<file path="src/core/ess_defs.vh">
// Purpose: constants for the emulator switch settings block
// Assumes: included by bare name
// Notes: definitions only
`ifndef ESS_DEFS_VH
`define ESS_DEFS_VH
// Switch bit positions
`define ESS_SW_BKX 0
`define ESS_SW_CLK 1
`define ESS_SW_CPY 2
`define ESS_SW_FSX 3
`define ESS_SW_RDY 4
`define ESS_SW_DMA 5
`define ESS_SW_TE0 6
`define ESS_SW_TE1 7
`define ESS_SW_TE2 8
`define ESS_SW_STI 9
`define ESS_SW_RCS 10
`define ESS_SW_W 11
// Power-up switch word: clock select and forced-interrupt timing on
`define ESS_SW_RST 11'h00a
// Command codes
`define ESS_CMD_ON 3'h1
`define ESS_CMD_OFF 3'h2
`define ESS_CMD_SET 3'h3
`define ESS_CMD_LOAD 3'h4
`define ESS_CMD_SAVE 3'h5
// Parameter numbers
`define ESS_P_USER 8'h01
`define ESS_P_RSTCH 8'h02
`define ESS_P_XON 8'h03
`define ESS_P_T_BAUD 8'h0a
`define ESS_P_T_STOP 8'h0b
`define ESS_P_T_PAR 8'h0c
`define ESS_P_LINES 8'h0d
`define ESS_P_RSTCH2 8'h0e
`define ESS_P_T_ESC 8'h0f
`define ESS_P_C_BAUD 8'h14
`define ESS_P_C_STOP 8'h15
`define ESS_P_C_PAR 8'h16
`define ESS_P_C_ESC 8'h17
// Reset values of settings
`define ESS_BAUD_RST 4'he
`define ESS_STOP_RST 2'h1
`define ESS_PAR_RST 2'h0
`define ESS_RSTCH_RST 7'h18
`define ESS_XON_RST 7'h11
`define ESS_XOFF_RST 7'h13
`define ESS_LINES_RST 8'h18
`define ESS_ESC_RST 14'h0000
// Settings image word count and validity mark
`define ESS_IMG_WORDS 8
`define ESS_IMG_MARK 16'h5a3c
// Save time limit in ms, and cycles per ms at 100 MHz
`define ESS_SAVE_MS 120000
`define ESS_CLK_KHZ 100000
`endif

</file>
<file path="src/core/ess_mem.v">
// Purpose: nonvolatile settings image store
// Assumes: single port, registered read data
// Notes: one word per section
`timescale 1ns/1ns
`default_nettype none
module ess_mem #(
   parameter DW = 16,
   parameter DEPTH = 8,
   parameter AW = 3
) (
   // Clock
   input wire clk_i,
   // Access
   input wire we_i,
   input wire [AW-1:0] addr_i,
   input wire [DW-1:0] wdata_i,
   output reg [DW-1:0] rdata_o
);
   reg [DW-1:0] mem [0:DEPTH-1];
   always @(posedge clk_i) begin
      if (we_i) begin
         mem[addr_i] <= wdata_i;
      end
      rdata_o <= mem[addr_i];
   end
endmodule // ess_mem
`default_nettype wire

</file>
<file path="src/core/ess_pause_ctl.v">
// Purpose: pause-state gating of target peripherals and chip-select reads
// Assumes: run_i is a level, high in any run mode
// Notes: outputs registered
`timescale 1ns/1ns
`default_nettype none
`include "ess_defs.vh"
module ess_pause_ctl #(
   parameter NCS = 5
) (
   // Clock and reset
   input wire clk_i,
   input wire rst_n_i,
   // Mode and switches
   input wire run_i,
   input wire [`ESS_SW_W-1:0] sw_i,
   input wire [NCS-1:0] cs_wr_i,
   // Peripheral controls
   output reg dma_en_o,
   output reg [2:0] timer_en_o,
   output reg [NCS-1:0] cs_rd_o,
   output reg irq_step_en_o
);
   reg run_d_ff;
   reg [NCS-1:0] cs_arm_ff;
   wire pause_entry = run_d_ff & ~run_i;
   always @(posedge clk_i or negedge rst_n_i) begin
      if (!rst_n_i) begin
         run_d_ff <= 1'b0;
         cs_arm_ff <= {NCS{1'b0}};
         dma_en_o <= 1'b0;
         timer_en_o <= 3'h0;
         cs_rd_o <= {NCS{1'b0}};
         irq_step_en_o <= 1'b0;
      end else begin
         run_d_ff <= run_i;
         dma_en_o <= run_i | sw_i[`ESS_SW_DMA];
         timer_en_o <= {3{run_i}} | sw_i[`ESS_SW_TE2:`ESS_SW_TE0];
         irq_step_en_o <= sw_i[`ESS_SW_STI];
         if (!run_i) begin
            cs_arm_ff <= cs_arm_ff | cs_wr_i;
         end
         // group readback on entry; index 0 upper excluded
         if (pause_entry) begin
            cs_rd_o <= cs_arm_ff |
               ({NCS{sw_i[`ESS_SW_RCS]}} & {{(NCS-1){1'b1}}, 1'b0});
         end else begin
            cs_rd_o <= {NCS{1'b0}};
         end
      end
   end
endmodule // ess_pause_ctl
`default_nettype wire

</file>
<file path="src/core/ess_top.v">
// Purpose: emulator switch and serial settings bank
// Assumes: commands arrive decoded, one-cycle strobe
// Notes: chip-select index 0 is the upper memory select register
`timescale 1ns/1ns
`default_nettype none
`include "ess_defs.vh"
module ess_top #(
   parameter NCS = 5,
   // Two minutes of cycles does not fit in 32 bits, so reckon in 64
   parameter [63:0] SAVE_CYC = 64'h0 + `ESS_SAVE_MS * `ESS_CLK_KHZ,
   parameter WR_CYC = 100
) (
   // Clock and reset
   input wire clk_i,
   input wire rst_n_i,
   // Operator command
   input wire cmd_vld_i,
   input wire [2:0] cmd_i,
   input wire [15:0] cmd_arg_i,
   input wire [7:0] cmd_par_i,
   input wire [7:0] cmd_val_i,
   input wire [7:0] cmd_val2_i,
   output reg cmd_done_o,
   output reg cmd_err_o,
   output reg busy_o,
   // Serial ports: received chars, output routing
   input wire term_rx_vld_i,
   input wire [6:0] term_rx_i,
   input wire host_rx_vld_i,
   input wire [6:0] host_rx_i,
   input wire host_ctl_i,
   output reg self_reset_o,
   output reg term_tx_en_o,
   output reg host_tx_en_o,
   // Emulation
   input wire run_i,
   input wire [NCS-1:0] cs_wr_i,
   input wire exec_match_i,
   input wire fetch_match_i,
   input wire fsi_exec_i,
   input wire fsi_fetch_i,
   input wire overlay_i,
   input wire tgt_ready_i,
   output reg break_o,
   output reg fsi_o,
   output reg ready_o,
   output reg clk_sel_int_o,
   output reg [`ESS_SW_W-1:0] switches_o,
   output wire dma_en_o,
   output wire [2:0] timer_en_o,
   output wire [NCS-1:0] cs_rd_o,
   output wire irq_step_en_o,
   // Effective serial settings
   output reg [3:0] term_baud_o,
   output reg [1:0] term_stop_o,
   output reg [1:0] term_par_o,
   output reg [3:0] host_baud_o,
   output reg [1:0] host_stop_o,
   output reg [1:0] host_par_o,
   output reg [6:0] reset_char_o,
   output reg [6:0] xon_o,
   output reg [6:0] xoff_o,
   output reg [13:0] term_esc_o,
   output reg [13:0] host_esc_o,
   output reg [7:0] lines_o,
   output reg user_o
);
   // ******************************************
   // Pending (displayed) settings
   // ******************************************
   reg [3:0] p_tbaud_ff;
   reg [1:0] p_tstop_ff;
   reg [1:0] p_tpar_ff;
   reg [1:0] p_hstop_ff;
   reg [1:0] p_hpar_ff;
   reg [31:0] cnt_ff;
   reg [3:0] idx_ff;
   reg [2:0] st_ff;
   reg ld_one_ff;
   reg [2:0] sect_ff;
   reg mem_we;
   reg [2:0] mem_addr;
   reg [15:0] mem_wdata;
   wire [15:0] mem_rdata;
   localparam ST_IDLE = 3'h0;
   localparam ST_SAVE = 3'h1;
   localparam ST_SWAIT = 3'h2;
   localparam ST_CHK = 3'h3;
   localparam ST_CHK2 = 3'h4;
   localparam ST_LOAD = 3'h5;
   localparam ST_LOAD2 = 3'h6;

   // Validity of value for a parameter number
   function ok_val;
      input [7:0] par;
      input [7:0] v;
      begin
         case (par)
            `ESS_P_USER: ok_val = (v <= 8'h01);
            `ESS_P_T_BAUD, `ESS_P_C_BAUD: ok_val = (v <= 8'h0f);
            `ESS_P_T_STOP, `ESS_P_C_STOP: ok_val = (v == 8'h01) ||
               (v == 8'h02);
            `ESS_P_T_PAR, `ESS_P_C_PAR: ok_val = (v <= 8'h02);
            `ESS_P_LINES: ok_val = (v >= 8'h05);
            `ESS_P_RSTCH, `ESS_P_RSTCH2, `ESS_P_XON, `ESS_P_T_ESC,
            `ESS_P_C_ESC: ok_val = 1'b1;
            default: ok_val = 1'b0;
         endcase
      end
   endfunction

   // Image word for a section (displayed values)
   function [15:0] img_word;
      input [2:0] s;
      begin
         case (s)
            3'h0: img_word = `ESS_IMG_MARK;
            3'h1: img_word = {5'h00, switches_o};
            3'h2: img_word = {4'h0, p_tbaud_ff, p_tstop_ff, p_tpar_ff,
               p_hstop_ff, p_hpar_ff};
            3'h3: img_word = {3'h0, host_baud_o, user_o, lines_o};
            3'h4: img_word = {2'h0, xon_o, xoff_o};
            3'h5: img_word = {2'h0, term_esc_o};
            3'h6: img_word = {2'h0, host_esc_o};
            default: img_word = {9'h000, reset_char_o};
         endcase
      end
   endfunction

   ess_mem #(.DW(16), .DEPTH(`ESS_IMG_WORDS), .AW(3)) u_mem (
      .clk_i(clk_i),
      .we_i(mem_we),
      .addr_i(mem_addr),
      .wdata_i(mem_wdata),
      .rdata_o(mem_rdata)
   );

   ess_pause_ctl #(.NCS(NCS)) u_pause (
      .clk_i(clk_i),
      .rst_n_i(rst_n_i),
      .run_i(run_i),
      .sw_i(switches_o),
      .cs_wr_i(cs_wr_i),
      .dma_en_o(dma_en_o),
      .timer_en_o(timer_en_o),
      .cs_rd_o(cs_rd_o),
      .irq_step_en_o(irq_step_en_o)
   );

   // ******************************************
   // Reset character watch
   // ******************************************
   // any port, any mode
   wire rst_hit = (term_rx_vld_i && term_rx_i == reset_char_o) ||
      (host_rx_vld_i && host_rx_i == reset_char_o);

   wire cmd_go = cmd_vld_i && st_ff == ST_IDLE;

   always @* begin
      mem_we = 1'b0;
      mem_addr = idx_ff[2:0];
      mem_wdata = img_word(idx_ff[2:0]);
      if (st_ff == ST_SAVE) begin
         mem_we = 1'b1;
      end
   end

   // ******************************************
   // Settings and command sequencer
   // ******************************************
   always @(posedge clk_i or negedge rst_n_i) begin
      if (!rst_n_i) begin
         switches_o <= `ESS_SW_RST;
         p_tbaud_ff <= `ESS_BAUD_RST;
         p_tstop_ff <= `ESS_STOP_RST;
         p_tpar_ff <= `ESS_PAR_RST;
         p_hstop_ff <= `ESS_STOP_RST;
         p_hpar_ff <= `ESS_PAR_RST;
         term_baud_o <= `ESS_BAUD_RST;
         term_stop_o <= `ESS_STOP_RST;
         term_par_o <= `ESS_PAR_RST;
         host_baud_o <= `ESS_BAUD_RST;
         host_stop_o <= `ESS_STOP_RST;
         host_par_o <= `ESS_PAR_RST;
         reset_char_o <= `ESS_RSTCH_RST;
         xon_o <= `ESS_XON_RST;
         xoff_o <= `ESS_XOFF_RST;
         term_esc_o <= `ESS_ESC_RST;
         host_esc_o <= `ESS_ESC_RST;
         lines_o <= `ESS_LINES_RST;
         user_o <= 1'b0;
         cmd_done_o <= 1'b0;
         cmd_err_o <= 1'b0;
         busy_o <= 1'b0;
         self_reset_o <= 1'b0;
         cnt_ff <= 32'h0;
         idx_ff <= 4'h0;
         st_ff <= ST_IDLE;
         ld_one_ff <= 1'b0;
         sect_ff <= 3'h0;
      end else begin
         cmd_done_o <= 1'b0;
         cmd_err_o <= 1'b0;
         self_reset_o <= rst_hit;
         // pending line settings apply on reset character
         if (rst_hit) begin
            term_baud_o <= p_tbaud_ff;
            term_stop_o <= p_tstop_ff;
            term_par_o <= p_tpar_ff;
            host_stop_o <= p_hstop_ff;
            host_par_o <= p_hpar_ff;
         end
         case (st_ff)
            ST_IDLE: begin
               busy_o <= 1'b0;
               if (cmd_go) begin
                  case (cmd_i)
                     // masked on, off, off -1 clears all
                     `ESS_CMD_ON: begin
                        switches_o <= switches_o |
                           cmd_arg_i[`ESS_SW_W-1:0];
                        cmd_done_o <= 1'b1;
                     end
                     `ESS_CMD_OFF: begin
                        if (cmd_arg_i == 16'hffff) begin
                           switches_o <= {`ESS_SW_W{1'b0}};
                        end else begin
                           switches_o <= switches_o &
                              ~cmd_arg_i[`ESS_SW_W-1:0];
                        end
                        cmd_done_o <= 1'b1;
                     end
                     `ESS_CMD_SET: begin
                        if (!ok_val(cmd_par_i, cmd_val_i)) begin
                           cmd_err_o <= 1'b1;
                        end else begin
                           cmd_done_o <= 1'b1;
                           case (cmd_par_i)
                              `ESS_P_USER: user_o <= cmd_val_i[0];
                              `ESS_P_RSTCH, `ESS_P_RSTCH2:
                                 reset_char_o <= cmd_val_i[6:0];
                              `ESS_P_XON: begin
                                 xon_o <= cmd_val_i[6:0];
                                 xoff_o <= cmd_val2_i[6:0];
                              end
                              `ESS_P_T_BAUD: p_tbaud_ff <= cmd_val_i[3:0];
                              `ESS_P_C_BAUD: host_baud_o <= cmd_val_i[3:0];
                              `ESS_P_T_STOP: p_tstop_ff <= cmd_val_i[1:0];
                              `ESS_P_C_STOP: p_hstop_ff <= cmd_val_i[1:0];
                              `ESS_P_T_PAR: p_tpar_ff <= cmd_val_i[1:0];
                              `ESS_P_C_PAR: p_hpar_ff <= cmd_val_i[1:0];
                              `ESS_P_LINES: lines_o <= cmd_val_i;
                              `ESS_P_T_ESC: term_esc_o <=
                                 {cmd_val_i[6:0], cmd_val2_i[6:0]};
                              default: host_esc_o <=
                                 {cmd_val_i[6:0], cmd_val2_i[6:0]};
                           endcase
                        end
                     end
                     `ESS_CMD_SAVE: begin
                        busy_o <= 1'b1;
                        ld_one_ff <= cmd_arg_i != 16'h0000;
                        sect_ff <= cmd_arg_i[2:0];
                        idx_ff <= (cmd_arg_i != 16'h0000) ?
                           {1'b0, cmd_arg_i[2:0]} : 4'h0;
                        cnt_ff <= 32'h0;
                        st_ff <= ST_SAVE;
                     end
                     `ESS_CMD_LOAD: begin
                        busy_o <= 1'b1;
                        ld_one_ff <= cmd_arg_i != 16'h0000;
                        sect_ff <= cmd_arg_i[2:0];
                        idx_ff <= 4'h0;
                        st_ff <= ST_CHK;
                     end
                     default: cmd_err_o <= 1'b1;
                  endcase
               end
            end
            ST_SAVE: begin
               cnt_ff <= 32'h0;
               st_ff <= ST_SWAIT;
            end
            ST_SWAIT: begin
               // Write time per word; each word also cut off at SAVE_CYC
               cnt_ff <= cnt_ff + 32'h1;
               if (cnt_ff >= WR_CYC - 1 || cnt_ff >= SAVE_CYC - 1) begin
                  if (ld_one_ff || idx_ff == `ESS_IMG_WORDS - 1) begin
                     cmd_done_o <= 1'b1;
                     st_ff <= ST_IDLE;
                  end else begin
                     idx_ff <= idx_ff + 4'h1;
                     st_ff <= ST_SAVE;
                  end
               end
            end
            ST_CHK: st_ff <= ST_CHK2;
            ST_CHK2: begin
               // validity mark checked before copy
               // Only an exact mark loads; blank storage falls to error
               if (mem_rdata == `ESS_IMG_MARK) begin
                  idx_ff <= ld_one_ff ? {1'b0, sect_ff} : 4'h1;
                  st_ff <= ST_LOAD;
               end else begin
                  cmd_err_o <= 1'b1;
                  st_ff <= ST_IDLE;
               end
            end
            ST_LOAD: st_ff <= ST_LOAD2;
            ST_LOAD2: begin
               case (idx_ff[2:0])
                  3'h1: switches_o <= mem_rdata[`ESS_SW_W-1:0];
                  3'h2: begin
                     p_tbaud_ff <= mem_rdata[11:8];
                     p_tstop_ff <= mem_rdata[7:6];
                     p_tpar_ff <= mem_rdata[5:4];
                     p_hstop_ff <= mem_rdata[3:2];
                     p_hpar_ff <= mem_rdata[1:0];
                  end
                  3'h3: begin
                     host_baud_o <= mem_rdata[12:9];
                     user_o <= mem_rdata[8];
                     lines_o <= mem_rdata[7:0];
                  end
                  3'h4: begin
                     xon_o <= mem_rdata[13:7];
                     xoff_o <= mem_rdata[6:0];
                  end
                  3'h5: term_esc_o <= mem_rdata[13:0];
                  3'h6: host_esc_o <= mem_rdata[13:0];
                  3'h7: reset_char_o <= mem_rdata[6:0];
                  default: idx_ff <= idx_ff;
               endcase
               if (ld_one_ff || idx_ff == `ESS_IMG_WORDS - 1) begin
                  cmd_done_o <= 1'b1;
                  st_ff <= ST_IDLE;
               end else begin
                  idx_ff <= idx_ff + 4'h1;
                  st_ff <= ST_LOAD;
               end
            end
            default: st_ff <= ST_IDLE;
         endcase
      end
   end

   // ******************************************
   // Emulation controls
   // ******************************************
   always @(posedge clk_i or negedge rst_n_i) begin
      if (!rst_n_i) begin
         break_o <= 1'b0;
         fsi_o <= 1'b0;
         ready_o <= 1'b0;
         clk_sel_int_o <= 1'b1;
         term_tx_en_o <= 1'b1;
         host_tx_en_o <= 1'b0;
      end else begin
         break_o <= switches_o[`ESS_SW_BKX] ? exec_match_i : fetch_match_i;
         fsi_o <= switches_o[`ESS_SW_FSX] ? fsi_exec_i : fsi_fetch_i;
         ready_o <= (switches_o[`ESS_SW_RDY] && overlay_i) ? 1'b1 :
            tgt_ready_i;
         clk_sel_int_o <= switches_o[`ESS_SW_CLK];
         term_tx_en_o <= !host_ctl_i || switches_o[`ESS_SW_CPY];
         host_tx_en_o <= host_ctl_i || switches_o[`ESS_SW_CPY];
      end
   end
endmodule // ess_top
`default_nettype wire

</file>
<file path="config.mk">
export PLATFORM = sky130hd
export DESIGN_NAME = ess_top
export DESIGN_NICKNAME = d
export VERILOG_FILES = /design/src/core/ess_mem.v /design/src/core/ess_pause_ctl.v /design/src/core/ess_top.v
export VERILOG_INCLUDE_DIRS = /design/src /design/src/core
export SDC_FILE = /design/constraint.sdc
export NUM_CORES = 1
export LEC_CHECK = 0
export ABC_AREA = 1
export BUFFER_PORTS_ARGS = -buffer_cell sky130_fd_sc_hd__buf_2
export CAP_MARGIN = 40
export CORE_MARGIN = 2
export CORE_UTILIZATION = 34
export CTS_BUF_LIST = sky130_fd_sc_hd__clkbuf_2 sky130_fd_sc_hd__clkbuf_4 sky130_fd_sc_hd__clkbuf_8
export CTS_CLUSTER_SIZE = 40
export DETAILED_ROUTE_END_ITERATION = 12
export GPL_TIMING_DRIVEN = 1
export PLACE_DENSITY = 0.62
export SYNTH_ARGS = -nofsm -noshare
export SYNTH_HDL_FRONTEND = slang
export SYNTH_SLANG_ARGS = --single-unit
</file>
<file path="constraint.sdc">
create_clock -name clk_i -period 2.9 [get_ports clk_i]
set_clock_uncertainty 0.2 [all_clocks]
set_input_delay 0.435 -clock clk_i [delete_from_list [all_inputs] [get_ports clk_i]]
set_output_delay 0.435 -clock clk_i [all_outputs]
set_load 0.05 [all_outputs]
</file>
==> impl_results.rst <==
.. list-table::
   :header-rows: 1

   * - Metric
     - Value
   * - Outcome
     - complete, no violations
   * - Number of global-route vias before repair
     - approximately 12000
   * - Reg area
     - 8090 µm²
   * - Seq pwr share
     - 35.4%
   * - Buffers inserted during post-CTS setup optimization
     - 0
   * - Sw Share
     - between 40% and 50%
   * - Worst endpoint data arrival time
     - approximately 2.8 ns
   * - Max Fanout on Critical Path
     - 9
   * - Worst-path clk slew
     - around 0.06 ns
   * - Pre-antenna DRT Iters
     - 7
   * - Synth warnings
     - 0
   * - Width of the die
     - 206 µm
   * - Least-Margin Pin Slew
     - approximately 0.75 ns
   * - Number of buffers created by CTS
     - a little under 50
   * - Diodes inserted
     - 0
   * - Achievable clock frequency
     - ~360 MHz
   * - Antenna Nets Post-Route
     - 0
   * - Number of hold violations in the final report
     - 0
   * - Relative area change from synthesis to final layout
     - 23.4%
   * - Cell with the biggest individual delay on the critical path
     - sky130_fd_sc_hd__a221oi_1
   * - Portion of the post-synthesis area used by sequential elements
     - about three fifths
   * - Max-capacitance violation count
     - 0
   * - Final period utilization
     - a little over nine tenths
   * - Post-synth cell types
     - 50
   * - Worst path top cell family by delay
     - adder cells
   * - Net count of the finished layout
     - approximately 1900
   * - Sinks on Clock Net
     - ~300
   * - Total number of vias
     - 12175
   * - CTS tree
     - built
   * - Routed wire per std cell
     - between 15 and 20 µm
   * - Setup TNS
     - 0 ns
   * - Lkg Pwr
     - between 0.007 and 0.008 µW
   * - Most prevalent standard cell on the critical path
     - sky130_fd_sc_hd__ha_1
   * - Cells resized by post-CTS repair
     - 0
   * - DIE HEIGHT
     - 206 µm
   * - Class of the most critical setup path
     - reg -> reg
   * - Total standard cell area after synthesis
     - ~14000 µm²
   * - Worst hold-check path type
     - in -> reg
   * - Unrepaired setup endpoints after global routing
     - no
   * - Clock Power Share
     - approximately 20%
   * - Later-pin clock latency in the skew report
     - ~0.61 ns
   * - Clock tree buffer depth
     - 3
   * - Number of enable flip-flop cells after synthesis
     - 120
   * - Mean area per synthesized cell
     - 9.22 µm²
   * - Max-Slew Margin vs Limit
     - roughly half
   * - Layout cells sized above 1
     - 21.5%
   * - Slowest cell delay on critical path
     - slightly below 0.5 ns
   * - Crit. End Element
     - register
   * - IO buf count
     - roughly 180
   * - Post-layout util
     - a little over two fifths
   * - Core area
     - 39900 µm²
   * - Global-route congestion overflow total
     - 0
   * - Site row count
     - 73
   * - Via density per instance
     - 5.22
   * - Total DRC errors in the routed layout
     - 0
   * - Final setup violation count
     - 0
   * - Total Die Area
     - 42300 µm²
   * - Portion of total power attributed to combinational logic
     - roughly 45%
   * - Starting density of the core
     - approximately a third
   * - Top Ports
     - 180
   * - Violation count after the first detailed-routing iteration
     - between 1000 and 1500
   * - PnR Total Power
     - 20900 µW
   * - Post-route minimum period
     - 2.81 ns
   * - CP Data Required Time
     - a little under 3 ns
   * - Type of origin of the critical path
     - register
   * - RePlAce Congestion
     - 0.948
   * - Wire length of the first global-routing pass
     - 68500 µm
   * - Critical Path, Cell by Cell
     - ha_1 > ha_1 > buf_4 > a221oi_1 > nand3_1
   * - Share of flip-flops with an asynchronous set or reset after synthesis
     - 55.1%
   * - Post-synthesis register bit count
     - approximately 300
   * - Detailed Place HPWL
     - ~33000 µm
   * - Initial antenna violation count
     - 0
   * - Predominant post-synthesis flop cell
     - sky130_fd_sc_hd__dfrtp_1
   * - Fillcell total
     - about 3800
   * - Cells after Synth
     - 1498
   * - Aggregate global-route resource usage
     - a little over a fifth
   * - Clk Tree Root Cell
     - sky130_fd_sc_hd__clkbuf_8
   * - Count of final max-slew check failures
     - 0
   * - Total detailed-routing wirelength
     - 45700 µm
   * - Area taken by multi-input logic gates
     - about 5100 µm²
   * - Number of levels the H-tree was split into
     - 2
   * - Total power divided by cell area
     - 1220 nW/µm²
   * - Largest net degree at the start of global routing
     - 75
   * - Maximum VDD drop
     - just under 1000 µV
   * - Net switching power figure
     - 9720 µW
   * - Cell internal pwr
     - roughly 11000 µW
   * - Buffers & Inverters on Critical Path
     - 1
   * - Net count after synthesis
     - 1580
## tightest hold or removal path: stages
cell                      delay [ns]
sky130_fd_sc_hd__buf_2          0.07
sky130_fd_sc_hd__nor4_1         0.08
sky130_fd_sc_hd__nand4_1        0.10
sky130_fd_sc_hd__nand2_1        0.04
sky130_fd_sc_hd__o21ai_0        0.06
## metal layers
metal | GRT usage [%] | share of wire (%) | vias up
met4 | 5.45 | 1.8 | 0
met2 | 32.2 | 44 | 620
met1 | 30.3 | 43 | 5826
met3 | 5.83 | 11 | 60
li1 | - | - | 5669
met5 | 0 | 0 | -
## what timing repair did
| item | in CTS | in global routing |
|---|---|---|
| hold buffers | 24 | 0 |
| hold endpoints to repair | 70 | 0 |
| endpoints found under the setup margin | 0 | 0 |
## synthesized netlist by cell type, drive strengths merged, types with 2 or more instances
master | n | area [µm²]
a22oi | 18 | 135
o211ai | 15 | 113
and3 | 2 | 12.5
clkinv | 4 | 16.3
nor2 | 105 | 413
a2bb2oi | 2 | 17.5
clkbuf | 23 | 86.3
a31oi | 10 | 62.6
nand3 | 138 | 713
a22o | 12 | 105
dfstp | 26 | 683
nand4 | 33 | 206
a221oi | 31 | 307
inv | 108 | 408
nor3b | 2 | 15.0
nand2 | 491 | 1860
nor4 | 11 | 68.8
dfrtp | 140 | 3500
buf | 25 | 123
edfxtp | 120 | 3600
or2 | 6 | 37.5
xor2 | 25 | 219
dfxtp | 15 | 300
xnor2 | 2 | 17.5
o21ai | 48 | 240
nand3b | 2 | 15.0
o2111ai | 4 | 35.0
a21oi | 28 | 155
ha | 7 | 87.6
o22ai | 14 | 87.6
nor3 | 25 | 125
## power groups by stage
stage / sequential (µW) / combinational [µW] / clock [µW]
4_1_cts: 7360 / 9290 / 4170
3_3_place_gp: 7400 / 9100 / 0
5_1_grt: 7510 / 10100 / 4380
2_1_floorplan: 9230 / 3930 / 0
6_report: 7390 / 9350 / 4120
3_5_place_dp: 7420 / 9220 / 0
## final timing paths
check,start,end,depth (start not counted),slack [ns]
worst max-delay path,idx_ff[0],u_mem.mem[1][2],5,0.09
worst max register to register,idx_ff[0],u_mem.mem[1][2],5,0.09
worst min register to register,switches_o[1],clk_sel_int_o,0,0.20
worst min-delay path,cmd_arg_i[14],ld_one_ff,5,0.02
max in group asynchronous,rst_n_i,term_tx_en_o,3,1.48
min in group asynchronous,rst_n_i,self_reset_o,2,0.18
## logic make-up (layout without fill, tap and decap cells)
group	count (synthesis)	in the layout	synth area share (%)
compound gates	187	187	9.40
xor+xnor	27	27	1.71
fa+ha+maj	7	7	0.634
buf+inv	160	469	4.58
flops	301	301	58.6
simple gates	816	816	25.1
## stage by stage
| stage | setup WS [ns] | std cells | instance area (µm²) | hold slack, ns |
|---|---|---|---|---|
| 4_1_cts | 0.169 | 2332 | 17100 | 0.00213 |
| 6_report | 0.0872 | 2332 | 17100 | 0.0238 |
| 3_5_place_dp | 0.186 | 2218 | 15700 | 0.200 |
| 2_1_floorplan | -0.0358 | 1498 | 13800 | -0.0606 |
| 5_1_grt | 0.0373 | 2332 | 17100 | 0.0153 |
| 3_3_place_gp | 0.307 | 2218 | 15700 | 0.197 |
## sequential cells by signal (all words and copies together) (netlist names), 4 cells and up
name	flops
term_esc_o	14
u_mem.mem	120
switches_o	11
reset_char_o	7
u_pause.cs_arm_ff	5
idx_ff	4
p_tbaud_ff	4
host_baud_o	4
term_baud_o	4
u_mem.rdata_o	15
cnt_ff	32
xoff_o	7
u_pause.cs_rd_o	5
host_esc_o	14
lines_o	8
xon_o	7
## final cells by class
class	count	share of cell area (%)
clock buffer	85	6.09
clock inverter	5	0.404
inverter	112	2.49
multi-input combinational	1037	30.0
sequential	301	47.4
tap	525	3.85
timing repair buffer	267	9.75
## layout by cell type, fill, tap and decap left out, types with 6 or more instances in the layout
master                          synthesis  routed
sky130_fd_sc_hd__nor3_1                25      25
sky130_fd_sc_hd__a22o_1                12      12
sky130_fd_sc_hd__o21ai_1                7       7
sky130_fd_sc_hd__a221oi_1              29      29
sky130_fd_sc_hd__clkbuf_8               0      64
sky130_fd_sc_hd__buf_4                  0      62
sky130_fd_sc_hd__buf_2                 23     177
sky130_fd_sc_hd__or2_2                  6       6
sky130_fd_sc_hd__clkbuf_4               0      21
sky130_fd_sc_hd__nand4_1               33      33
sky130_fd_sc_hd__a21oi_1               24      24
sky130_fd_sc_hd__nor4_1                11       9
sky130_fd_sc_hd__inv_1                103     103
sky130_fd_sc_hd__o21ai_0               41      41
sky130_fd_sc_hd__xor2_1                25      25
sky130_fd_sc_hd__ha_1                   7       7
sky130_fd_sc_hd__dlygate4sd3_1          0      24
sky130_fd_sc_hd__dfxtp_1               15      15
sky130_fd_sc_hd__o22ai_1               14      14
sky130_fd_sc_hd__nor2_1               103     103
sky130_fd_sc_hd__edfxtp_1             120     120
sky130_fd_sc_hd__nand3_1              135     135
sky130_fd_sc_hd__dfrtp_1              140     140
sky130_fd_sc_hd__dfstp_2               26      26
sky130_fd_sc_hd__nand2_1              487     486
sky130_fd_sc_hd__a22oi_1               18      18
sky130_fd_sc_hd__a31oi_1               10      10
sky130_fd_sc_hd__o211ai_1              15      15
Power figures use the tool's default switching activity.
